<file path="src/shared/pin_cfg_pkg.sv">
// constants and carrier types for the pin and overtemperature configuration block
package pin_cfg_pkg;
	localparam logic [7:0] OFS_PIN_CFG = 8'h7D;
	localparam logic [7:0] OFS_TEST_ONE = 8'h7E;
	localparam logic [7:0] OFS_TEST_TWO = 8'h7F;
	localparam logic [7:0] OFS_CTRL = 8'h40;
	localparam logic [7:0] RST_PIN_CFG = 8'h00;
	localparam logic [7:0] RST_TEST = 8'h00;
	localparam logic [7:0] RST_CTRL = 8'h00;
	localparam int ROLE_LSB = 0;
	localparam int OT_OFF_BIT = 2;
	localparam int CEIL_BIT = 3;
	localparam int BYP_LSB = 4;
	localparam int CTRL_SIGNED_BIT = 0;
	localparam int CTRL_LOCK_BIT = 1;
	localparam logic [7:0] FULL_SPEED = 8'hFF;
	localparam logic [7:0] LIMIT_OFF_OFS64 = 8'h00;
	localparam logic [7:0] LIMIT_OFF_TWOS = 8'h80;
	localparam logic [7:0] SCALE_BYPASS = 8'hFF;

	typedef enum logic [1:0] {
		ROLE_FAN_TACH = 2'b00,
		ROLE_OVERTEMP = 2'b01,
		ROLE_ALERT = 2'b10,
		ROLE_GPIO = 2'b11
	} pin_role_e;

	typedef struct packed {
		logic [3:0] bypass;
		logic ceiling_sel;
		logic ot_off;
		pin_role_e role;
	} pin_cfg_s;

	typedef struct packed {
		logic [7:0] addr;
		logic [7:0] wdata;
		logic wr;
		logic rd;
	} reg_req_s;
endpackage : pin_cfg_pkg

</file>
<file path="src/verilog/pin_cfg_regs.sv">
// pin role, overtemperature and attenuator bypass configuration registers
//
// Decided for this implementation: the address-and-strobe port.
`timescale 1ns/1ps
// Functional notes
// RULE_01: two-bit field selects shared pin role
// RULE_02: disable bit suppresses overtemperature output everywhere
// RULE_03: minimum-code limit disables channel overtemperature
// RULE_04: ceiling bit picks full or programmed speed
// RULE_05: bypass bits remove voltage channel attenuators
// RULE_06: lock makes configuration register read-only
// RULE_07: configuration register resets to zero
// RULE_08: two read-only test registers read zero
// RULE_09: signed bit selects twos complement limits
// RULE_10: writes to test registers change nothing
module pin_cfg_regs
	import pin_cfg_pkg::*;
(
	input wire logic clk_sys,
	input wire logic reset_n,
	input wire reg_req_s req,
	input wire logic [2:0] ot_limit_hit,
	input wire logic [23:0] ot_limits,
	input wire logic [23:0] fan_max_speed,
	output logic [7:0] rdata,
	output pin_role_e shared_pin_role_select,
	output logic [3:0] bypass_divider_bits,
	output logic [3:0] fan_speed_is_bypass_scale,
	output logic overtemp_pin,
	output logic [23:0] fan_speed_cmd
);
	pin_cfg_s cfg_q;
	logic [7:0] ctrl_q;
	logic [7:0] test_one_q;
	logic [7:0] test_two_q;
	logic [2:0] ch_live;
	logic ot_any;
	logic cfg_wr;
	logic ctrl_wr;

	function automatic logic limit_off(input logic [7:0] lim, input logic signed_fmt);
		limit_off = signed_fmt ? (lim == LIMIT_OFF_TWOS) : (lim == LIMIT_OFF_OFS64);
	endfunction : limit_off

	function automatic logic write_to(input reg_req_s r, input logic [7:0] ofs);
		write_to = r.wr && r.addr == ofs;
	endfunction : write_to

	// write decode, lock gates config writes
	always_comb begin
		ctrl_wr = write_to(req, OFS_CTRL);
		cfg_wr = write_to(req, OFS_PIN_CFG) && !ctrl_q[CTRL_LOCK_BIT]; // RULE_06
	end

	// control: signed format and lock
	always_ff @(posedge clk_sys) begin
		if (!reset_n) begin
			ctrl_q <= RST_CTRL;
		end else if (ctrl_wr) begin
			ctrl_q <= {6'h00, req.wdata[CTRL_LOCK_BIT] | ctrl_q[CTRL_LOCK_BIT], req.wdata[CTRL_SIGNED_BIT]};
		end
	end

	lock_sticky_a: assert property (@(posedge clk_sys) disable iff (!reset_n) // RULE_06
		ctrl_q[CTRL_LOCK_BIT]
		|=> ctrl_q[CTRL_LOCK_BIT])
		else $error("config lock dropped");
	signed_set_a: assert property (@(posedge clk_sys) disable iff (!reset_n) // RULE_09
		(req.wr && req.addr == OFS_CTRL && req.wdata[CTRL_SIGNED_BIT])
		|=> ctrl_q[CTRL_SIGNED_BIT])
		else $error("signed format not taken");
	reset_lock_a: assert property (@(posedge clk_sys) // RULE_06
		!reset_n
		|=> ctrl_q == RST_CTRL)
		else $error("control not reset");

	// configuration register
	always_ff @(posedge clk_sys) begin
		if (!reset_n) begin
			cfg_q <= pin_cfg_s'(RST_PIN_CFG); // RULE_07
		end else if (cfg_wr) begin // RULE_06
			cfg_q <= pin_cfg_s'(req.wdata);
		end
	end

	lock_blocks_a: assert property (@(posedge clk_sys) disable iff (!reset_n) // RULE_06
		(ctrl_q[CTRL_LOCK_BIT] && req.wr && req.addr == OFS_PIN_CFG)
		|=> $stable(cfg_q))
		else $error("locked config changed");
	cfg_write_a: assert property (@(posedge clk_sys) disable iff (!reset_n) // RULE_06
		(!ctrl_q[CTRL_LOCK_BIT] && req.wr && req.addr == OFS_PIN_CFG)
		|=> cfg_q == pin_cfg_s'($past(req.wdata)))
		else $error("config write lost");
	reset_cfg_a: assert property (@(posedge clk_sys) // RULE_07
		!reset_n
		|=> cfg_q == pin_cfg_s'(8'h00))
		else $error("config not reset");

	// test registers hold their values whatever is written
	always_ff @(posedge clk_sys) begin
		if (!reset_n) begin
			test_one_q <= RST_TEST; // RULE_08
			test_two_q <= RST_TEST; // RULE_08
		end else begin
			test_one_q <= test_one_q; // RULE_10
			test_two_q <= test_two_q; // RULE_10
		end
	end

	// read port
	always_ff @(posedge clk_sys) begin
		if (!reset_n) begin
			rdata <= 8'h00;
		end else if (req.rd) begin
			unique case (req.addr)
				OFS_PIN_CFG: rdata <= 8'(cfg_q);
				OFS_TEST_ONE: rdata <= test_one_q; // RULE_08
				OFS_TEST_TWO: rdata <= test_two_q; // RULE_08
				OFS_CTRL: rdata <= ctrl_q;
				default: rdata <= 8'h00;
			endcase
		end else begin
			rdata <= 8'h00;
		end
	end

	test_reads_a: assert property (@(posedge clk_sys) disable iff (!reset_n) // RULE_08 RULE_10
		(req.rd && (req.addr == OFS_TEST_ONE || req.addr == OFS_TEST_TWO))
		|=> rdata == 8'h00)
		else $error("test register not zero");
	read_cfg_a: assert property (@(posedge clk_sys) disable iff (!reset_n) // RULE_01
		(req.rd && req.addr == OFS_PIN_CFG)
		|=> rdata == 8'($past(cfg_q)))
		else $error("config read wrong");
	read_ctrl_a: assert property (@(posedge clk_sys) disable iff (!reset_n) // RULE_09
		(req.rd && req.addr == OFS_CTRL)
		|=> rdata == $past(ctrl_q))
		else $error("control read wrong");
	unmapped_zero_a: assert property (@(posedge clk_sys) disable iff (!reset_n)
		(req.rd && req.addr != OFS_PIN_CFG && req.addr != OFS_TEST_ONE
			&& req.addr != OFS_TEST_TWO && req.addr != OFS_CTRL)
		|=> rdata == 8'h00)
		else $error("unmapped read not zero");
	idle_rdata_a: assert property (@(posedge clk_sys) disable iff (!reset_n)
		!req.rd
		|=> rdata == 8'h00)
		else $error("read data without read");

	// per-channel overtemperature qualification
	always_comb begin
		for (int i = 0; i < 3; i++) begin
			ch_live[i] = ot_limit_hit[i] && !limit_off(ot_limits[i*8 +: 8], ctrl_q[CTRL_SIGNED_BIT]); // RULE_03 RULE_09
		end
		ot_any = |ch_live;
	end

	// pin role and overtemperature output
	always_ff @(posedge clk_sys) begin
		if (!reset_n) begin
			shared_pin_role_select <= ROLE_FAN_TACH;
			overtemp_pin <= 1'b0;
		end else begin
			shared_pin_role_select <= cfg_q.role; // RULE_01
			overtemp_pin <= ot_any && !cfg_q.ot_off && cfg_q.role == ROLE_OVERTEMP; // RULE_02
		end
	end

	role_follows_a: assert property (@(posedge clk_sys) disable iff (!reset_n) // RULE_01
		1'b1
		|=> shared_pin_role_select == $past(cfg_q.role))
		else $error("pin role wrong");
	role_gate_a: assert property (@(posedge clk_sys) disable iff (!reset_n) // RULE_01
		cfg_q.role != ROLE_OVERTEMP
		|=> !overtemp_pin)
		else $error("overtemp output in wrong role");
	ot_off_quiet_a: assert property (@(posedge clk_sys) disable iff (!reset_n) // RULE_02
		cfg_q.ot_off
		|=> !overtemp_pin)
		else $error("overtemp output not suppressed");
	limit_off_a: assert property (@(posedge clk_sys) disable iff (!reset_n) // RULE_03 RULE_09
		((!ot_limit_hit[0] || limit_off(ot_limits[7:0], ctrl_q[CTRL_SIGNED_BIT]))
			&& (!ot_limit_hit[1] || limit_off(ot_limits[15:8], ctrl_q[CTRL_SIGNED_BIT]))
			&& (!ot_limit_hit[2] || limit_off(ot_limits[23:16], ctrl_q[CTRL_SIGNED_BIT])))
		|=> !overtemp_pin && fan_speed_cmd == 24'h000000)
		else $error("disabled limit fired");
	ot_fires_a: assert property (@(posedge clk_sys) disable iff (!reset_n) // RULE_02 RULE_03 RULE_09
		(ot_limit_hit[1] && ot_limits[15:8] != (ctrl_q[CTRL_SIGNED_BIT] ? LIMIT_OFF_TWOS : LIMIT_OFF_OFS64)
			&& !cfg_q.ot_off && cfg_q.role == ROLE_OVERTEMP)
		|=> overtemp_pin)
		else $error("live limit did not fire");

	// fan ceiling on overtemperature
	always_ff @(posedge clk_sys) begin
		if (!reset_n) begin
			fan_speed_cmd <= 24'h000000;
		end else if (ot_any && !cfg_q.ot_off) begin
			fan_speed_cmd <= cfg_q.ceiling_sel ? fan_max_speed : {3{FULL_SPEED}}; // RULE_04
		end else begin
			fan_speed_cmd <= 24'h000000;
		end
	end

	full_speed_a: assert property (@(posedge clk_sys) disable iff (!reset_n) // RULE_04
		(ot_any && !cfg_q.ot_off && !cfg_q.ceiling_sel)
		|=> fan_speed_cmd == 24'hFFFFFF)
		else $error("fans not at full speed");
	max_speed_a: assert property (@(posedge clk_sys) disable iff (!reset_n) // RULE_04
		(ot_any && !cfg_q.ot_off && cfg_q.ceiling_sel)
		|=> fan_speed_cmd == $past(fan_max_speed))
		else $error("fans not at max speed");
	fan_quiet_a: assert property (@(posedge clk_sys) disable iff (!reset_n) // RULE_04
		cfg_q.ot_off
		|=> fan_speed_cmd == 24'h000000)
		else $error("fans driven while disabled");

	// attenuator bypass
	always_ff @(posedge clk_sys) begin
		if (!reset_n) begin
			bypass_divider_bits <= 4'h0;
			fan_speed_is_bypass_scale <= 4'h0;
		end else begin
			bypass_divider_bits <= cfg_q.bypass; // RULE_05
			fan_speed_is_bypass_scale <= cfg_q.bypass; // RULE_05
		end
	end

	bypass_out_a: assert property (@(posedge clk_sys) disable iff (!reset_n) // RULE_05
		1'b1
		|=> bypass_divider_bits == $past(cfg_q.bypass))
		else $error("bypass bits wrong");
	bypass_scale_a: assert property (@(posedge clk_sys) disable iff (!reset_n) // RULE_05
		1'b1
		|=> fan_speed_is_bypass_scale == $past(cfg_q.bypass))
		else $error("bypass scale bits wrong");
	reset_outputs_a: assert property (@(posedge clk_sys) // RULE_07
		!reset_n
		|=> rdata == 8'h00 && shared_pin_role_select == ROLE_FAN_TACH && !overtemp_pin
			&& fan_speed_cmd == 24'h000000 && bypass_divider_bits == 4'h0 && fan_speed_is_bypass_scale == 4'h0)
		else $error("outputs not reset");
endmodule : pin_cfg_regs

</file>
<file path="config.mk">
export PLATFORM = sky130hd
export DESIGN_NAME = pin_cfg_regs
export DESIGN_NICKNAME = d
export VERILOG_FILES = /design/src/shared/pin_cfg_pkg.sv /design/src/verilog/pin_cfg_regs.sv
export SDC_FILE = /design/constraint.sdc
export NUM_CORES = 1
export LEC_CHECK = 0
export BUFFER_PORTS_ARGS = -buffer_cell sky130_fd_sc_hd__clkbuf_2
export CAP_MARGIN = 20
export CORE_ASPECT_RATIO = 0.6
export CORE_MARGIN = 2
export CORE_UTILIZATION = 39
export CTS_BUF_LIST = sky130_fd_sc_hd__clkbuf_8
export DETAILED_ROUTE_END_ITERATION = 8
export GPL_ROUTABILITY_DRIVEN = 0
export PLACE_DENSITY = 0.86
export SYNTH_ARGS = -nofsm -noshare
export SYNTH_HDL_FRONTEND = slang
export SYNTH_SLANG_ARGS = --single-unit
export TNS_END_PERCENT = 50
</file>
<file path="constraint.sdc">
create_clock -name clk_sys -period 1.5 [get_ports clk_sys]
set_input_delay 0 -clock clk_sys [delete_from_list [all_inputs] [get_ports clk_sys]]
set_output_delay 0 -clock clk_sys [all_outputs]
set_load 0.02 [all_outputs]
</file>
==> flow_summary.ini, run 1 <==
[run_status]
status = completed

[critical_path]
worstPathMaxFanout = 23
path_cells = xnor2_1 > a31oi_1 > a221oi_2 > buf_12 > a21oi_1
endpoint_kind = register
arrival_ns = 1.58
crit_type = reg2reg
cp-start-kind = register
slowest_delay_ns = 0.41
reg2regPathDepth = 5
critPathCapture = fan_speed_cmd[19]
cp.required_ns = 1.68
timing.rr.start = ctrl_q[0]
critPathSlowestCell = dfxtp_2
rrSetupSlack_ns = 0.09
crit_start = ctrl_q[0]
rr_endpoint = fan_speed_cmd[19]

[pwr]
vdd_ir_drop_max_mv = 0.570
total_power_mw = 2.59
power_leakage_nw = 1.45
power_density_nw_per_um2 = 929
switchingPower_uw = 677
pwr-share-comb_pct = 15.6
seqPwrFrac_pct = 53.1
sw_frac_of_total_pct = 26.2
clkPwrFrac_pct = 31.3
p_int_mw = 1.91

[clocking]
cts_buffer_depth = 2
numCtsBuffers = 5
clock-root-buffer = clkbuf_8
h-tree-depth = 2
cts_tree = done
clk_pin_slew_worst_paths_ns = 0.09
post-cts-setup-buffers = 0
insertion_delay_ns = 0.30
cts_sinks = 49

[floorplanning]
die-area_um2 = 5020
num_rows = 18
core_um2 = 4190
pin_count = 114
die_x_um = 90.2
start_util_pct = 41.5
dieHeight_um = 55.7

[detailed_routing]
drt_iter0_drc = 35
wl_per_cell_um = 11.8
dr_total_vias = 1696
ant_nets = 0
wl_um = 4560
drt_drc_violations_left = 0
firstDrtPassIters = 4
via_per_inst = 4.39

[cells_and_area]
fill_cells = 344
nNetsFinal = 396
fin_area_um2 = 2790
drive_above_1_share_pct = 39.9
area_growth_pct = 60.6
antennaDiodeCount = 0
final_util_pct = 66.6

[timing]
finalCriticalPeriod_ns = 1.41
grt_setup_unrepaired = no
tightest_slew_ns = 0.406
max_freq_ghz = 0.711
hold_viol = 0
finClkSkew_ns = 0.00720
post-route-period-util_pct = 93.7
maxSlewViolCount = 0
slew_headroom_pct = 72.7
holdWs_ns = 0.0227
setup_viol_count_final = 0

[placement]
hpwl_um = 3120
io_buffers = 113
dpl_cell_area_um2 = 2360

[global_route]
grt_pass1_vias = 1684
grt_max_degree = 26
antenna_found_initial = 0
grt_pass1_wl_um = 7450
globalRoute.totalOverflow = 0
grt_usage_pct = 18.7

[yosys]
netlist_area_um2 = 1740
synth_cells = 178
synth-warning-count = 0
syn-mean-instance-area_um2 = 9.76
synth-seq-area-share_pct = 56.5
synth.distinct_cells = 26
syn-num-nets = 249
synth-seq-cells = 49

[hold_path]
hold_path.class = in2reg
worstHoldStart = reset_n

[run]
maxCapViolations = 0
-- worst max-delay path, delay by kind of cell, from the launching register on --
family | cells | cell delay [ns]
AOI/OAI and AO/OA | 3 | 0.53
DFF | 1 | 0.41
buffers and inverters | 1 | 0.20
xor gates and xnor gates | 1 | 0.13
-- power groups by stage --
| stage | Clock (mW) | Combinational, mW | Sequential [mW] |
|---|---|---|---|
| 3_5_place_dp | 0 | 0.333 | 1.41 |
| 3_3_place_gp | 0 | 0.327 | 1.40 |
| 2_1_floorplan | 0 | 0.0785 | 1.48 |
| 4_1_cts | 0.835 | 0.401 | 1.38 |
| 5_1_grt | 0.906 | 0.438 | 1.38 |
| 6_report | 0.811 | 0.404 | 1.37 |
-- per-stage QoR --
step | setup TNS, ns | instances | setup slack, ns
final | 0 | 386 | 0.0941
after global placement | 0 | 345 | 0.0585
after global routing | 0 | 386 | 0.0268
after detailed placement | -0.00435 | 345 | -0.00435
after floorplan | 0 | 178 | 0.00639
after CTS | 0 | 386 | 0.00182
-- cells in the final DEF (no fill, tap or decap) --
cell             n
mux2i_1          8
clkbuf_8         5
inv_8            1
a221oi_2         1
nand2b_1         3
and2_1          13
clkinv_4         1
or4_1            1
dfxtp_1         48
dlygate4sd3_1   33
nand2_1          3
buf_4            4
clkbuf_2       113
a31oi_1          1
inv_1           26
a221oi_1         1
xnor2_1          3
a22oi_1          2
a21boi_0         1
a21oi_1         24
nor3_1           6
a311oi_1         1
nand3_1          3
or3b_4           1
nor2b_1         11
nor4b_1          1
or4_4            1
buf_12           1
inv_6            1
nor4_1           5
dfxtp_2          1
nor2_1           2
-- routing by layer --
layer,vias to the layer above,wire (um),global-route usage (%)
met2,84,2300,34.7
met1,739,1900,20.9
li1,869,-,-
met5,-,0,0
met3,4,318,4.88
met4,0,47,6.37
-- synthesized netlist by cell type --
library cell | n | share of area, %
dfxtp_1 | 49 | 56
inv_1 | 26 | 5.6
a21oi_1 | 24 | 6.9
and2_1 | 13 | 4.7
nor2b_1 | 11 | 4.0
mux2i_1 | 8 | 4.6
nor3_1 | 6 | 1.7
buf_4 | 5 | 2.2
clkbuf_1 | 5 | 1.1
nor4_1 | 5 | 1.8
nand2_1 | 3 | 0.65
nand2b_1 | 3 | 1.1
nand3_1 | 3 | 0.86
xnor2_1 | 3 | 1.5
a22oi_1 | 2 | 0.86
nor2_1 | 2 | 0.43
a21boi_0 | 1 | 0.43
a221oi_1 | 1 | 0.50
a221oi_2 | 1 | 0.86
a311oi_1 | 1 | 0.50
a31oi_1 | 1 | 0.36
buf_6 | 1 | 0.65
nor4b_1 | 1 | 0.50
or3b_4 | 1 | 0.65
or4_1 | 1 | 0.43
or4_4 | 1 | 0.65
-- layout make-up --
type / instances / area, um2 / area share (%)
multi-input combinational: 92 / 591 / 21.2
clock buffer: 5 / 68.8 / 2.47
timing repair buffer: 151 / 946 / 33.9
inverter: 26 / 97.6 / 3.50
clock inverter: 3 / 28.8 / 1.03
tap: 60 / 75.1 / 2.69
sequential: 49 / 982 / 35.2
-- logic make-up (layout without fill, tap and decap cells) --
kind of cell	Yosys count	count (layout)	share of synthesized area (%)
and+or+nand+nor	50	50	17.4
xor gates and xnor gates	3	3	1.51
DFF	49	49	56.5
buffers and inverters	37	185	9.51
AOI/OAI and AO/OA	31	31	10.4
muxes	8	8	4.61
-- registers in the layout, summed over array words and instances, names as in the netlist --
register / cells
ctrl_q: 2
fan_speed_is_bypass_scale: 4
fan_speed_cmd: 24
cfg_q: 8
shared_pin_role_select: 2
rdata: 8
overtemp_pin: 1
-- worst min-delay path by stage --
stage / endpoint / cells after the start / slack, ns
after floorplan: ctrl_q[1] / 1 / 0.13
after CTS: fan_speed_cmd[3] / 3 / 0.01
final: fan_speed_cmd[3] / 3 / 0.02
after global routing: fan_speed_cmd[3] / 3 / 0.03
after detailed placement: fan_speed_cmd[7] / 3 / 0.23
after global placement: fan_speed_cmd[6] / 3 / 0.22
-- what timing repair did --
item | 4_1_cts | 5_1_grt
hold endpoints to repair | 36 | 0
endpoints found under the setup margin | 0 | 25
gates resized for setup | 0 | 1
hold buffers | 33 | 0
No activity file was read; power rests on OpenSTA's default activity.
==> run 2, diff against run 1 <==
--- a/config.mk
+++ b/config.mk
@@ -9,11 +9,10 @@
 export CAP_MARGIN = 20
 export CORE_ASPECT_RATIO = 0.6
 export CORE_MARGIN = 2
-export CORE_UTILIZATION = 39
-export CTS_BUF_LIST = sky130_fd_sc_hd__clkbuf_8
+export CORE_UTILIZATION = 37
 export DETAILED_ROUTE_END_ITERATION = 8
 export GPL_ROUTABILITY_DRIVEN = 0
-export PLACE_DENSITY = 0.86
+export PLACE_DENSITY = 0.83
 export SYNTH_ARGS = -nofsm -noshare
 export SYNTH_HDL_FRONTEND = slang
 export SYNTH_SLANG_ARGS = --single-unit
==> flow_summary.ini, run 2 (synthesized netlist as in run 1, its figures left out) <==
[detailed_routing]
ant_nets = 0
firstDrtPassIters = 4
drt_drc_violations_left = 0
dr_total_vias = 1752
via_per_inst = 4.49
wl_um = 4640
drt_iter0_drc = 50
wl_per_cell_um = 11.9

[cells_and_area]
final_common_cell = clkbuf_2
nNetsFinal = 397
area_growth_pct = 62.1
layout_common_cells = clkbuf_2 (113), dfxtp_1 (48), dlygate4sd3_1 (33)
largest_register = fan_speed_cmd
largest_reg_flops = 24
multi_input_area_um2 = 591
final_cells = 390
seq_area_um2 = 982
fin_area_um2 = 2820
drive_above_1_share_pct = 40.1
fill_cells = 392
antennaDiodeCount = 0
reg_top3 = fan_speed_cmd x24, cfg_q x8, rdata x8

[critical_path]
cp.required_ns = 1.67
crit_type = reg2reg
endpoint_kind = register
reg2regPathDepth = 5
path_cells = xnor2_1 > a31oi_1 > a221oi_2 > buf_12 > a21oi_1
timing.rr.start = ctrl_q[0]
critPathSlowestCell = dfxtp_2
crit_start = ctrl_q[0]
path_buf_inv = 1
cp-start-kind = register
critical-path-top-delay-family = compound AO/OA/AOI/OAI gates
slowest_delay_ns = 0.36
arrival_ns = 1.60
worstPathMaxFanout = 23
path_depth = 5
rrSetupSlack_ns = 0.07

[global_route]
grt_pass1_wl_um = 7610
antenna_found_initial = 0
globalRoute.totalOverflow = 0
grt_max_degree = 26
grt_usage_pct = 18.4
grt_pass1_vias = 1763

[timing]
tns_ns = 0
setup_viol_count_final = 0
hold_viol = 0
tightest_slew_ns = 0.464
holdWs_ns = 0.0318
finalCriticalPeriod_ns = 1.43
max_freq_ghz = 0.699
post-route-period-util_pct = 95.4
slew_headroom_pct = 68.8
grt_setup_unrepaired = no
maxSlewViolCount = 0
finClkSkew_ns = 0.00695

[clocking]
cts_sinks = 49
cts_tree = done
clk_pin_slew_worst_paths_ns = 0.09
h-tree-depth = 2
post-cts-setup-buffers = 0
clock-root-buffer = clkbuf_8
insertion_delay_ns = 0.29
cts_buffer_depth = 2
numCtsBuffers = 5

[pwr]
power_leakage_nw = 1.46
total_power_mw = 2.70
power_density_nw_per_um2 = 960
vdd_ir_drop_max_mv = 0.682

[run_status]
status = completed

[hold_path]
whs_path_depth = 3
worstHoldStart = reset_n
hold_path.class = in2reg

[floorplanning]
die-area_um2 = 5280
dieHeight_um = 57.1
num_rows = 19
die_x_um = 92.4
start_util_pct = 38.2
pin_count = 114
core_um2 = 4540

[placement]
io_buffers = 113
dpl_cell_area_um2 = 2370
hpwl_um = 3200
dp.cells = 349

[run]
maxCapViolations = 0
run 2: cell count changes in the layout (fill, tap and decap cells not counted), sizes merged:
| cell | change |
|---|---|
| buf | +1 |
| inv | -1 |
| bufinv | +1 |
run 2: repair_timing:
action                                  in CTS  in global routing
endpoints found under the hold margin       35                  0
hold buffers                                33                  0
endpoints found under the setup margin       0                 23
gates resized for setup                      0                  1
run 2: area by class of cell:
| type | instances | area share, % |
|---|---|---|
| inverter | 26 | 3.47 |
| sequential | 49 | 34.9 |
| timing repair buffer | 152 | 33.9 |
| clock inverter | 3 | 1.56 |
| clock buffer | 5 | 2.44 |
| tap | 63 | 2.80 |
| multi-input combinational | 92 | 21.0 |
run 2: power by group:
part,switching [mW],internal (mW)
logic,0.199,0.205
registers,0.0167,1.36
clock network,0.424,0.500
total,0.640,2.06
run 2: metrics by stage:
step                      utilization (%)  setup slack (ns)
after detailed placement             52.2           0.00493
after global routing                 62.0            0.0170
final                                62.0            0.0695
after floorplan                         -           0.00639
after global placement               52.2            0.0548
after CTS                            62.0            0.0183
run 2: worst paths after layout:
check,endpoint
setup / recovery,fan_speed_cmd[2]
setup reg to reg,fan_speed_cmd[2]
hold reg to reg,fan_speed_is_bypass_scale[3]
hold / removal,fan_speed_cmd[3]
run 2: metal layers:
layer / track usage (%) / wire length, um
met5: 0 / 0
met4: 5.54 / 24
met1: 19.4 / 1810
met3: 4.76 / 346
met2: 36.4 / 2450
run 2: tightest hold or removal path: stages:
cell and delay [ns]:
clkbuf_2 0.10, nand2b_1 0.12, nor3_1 0.06
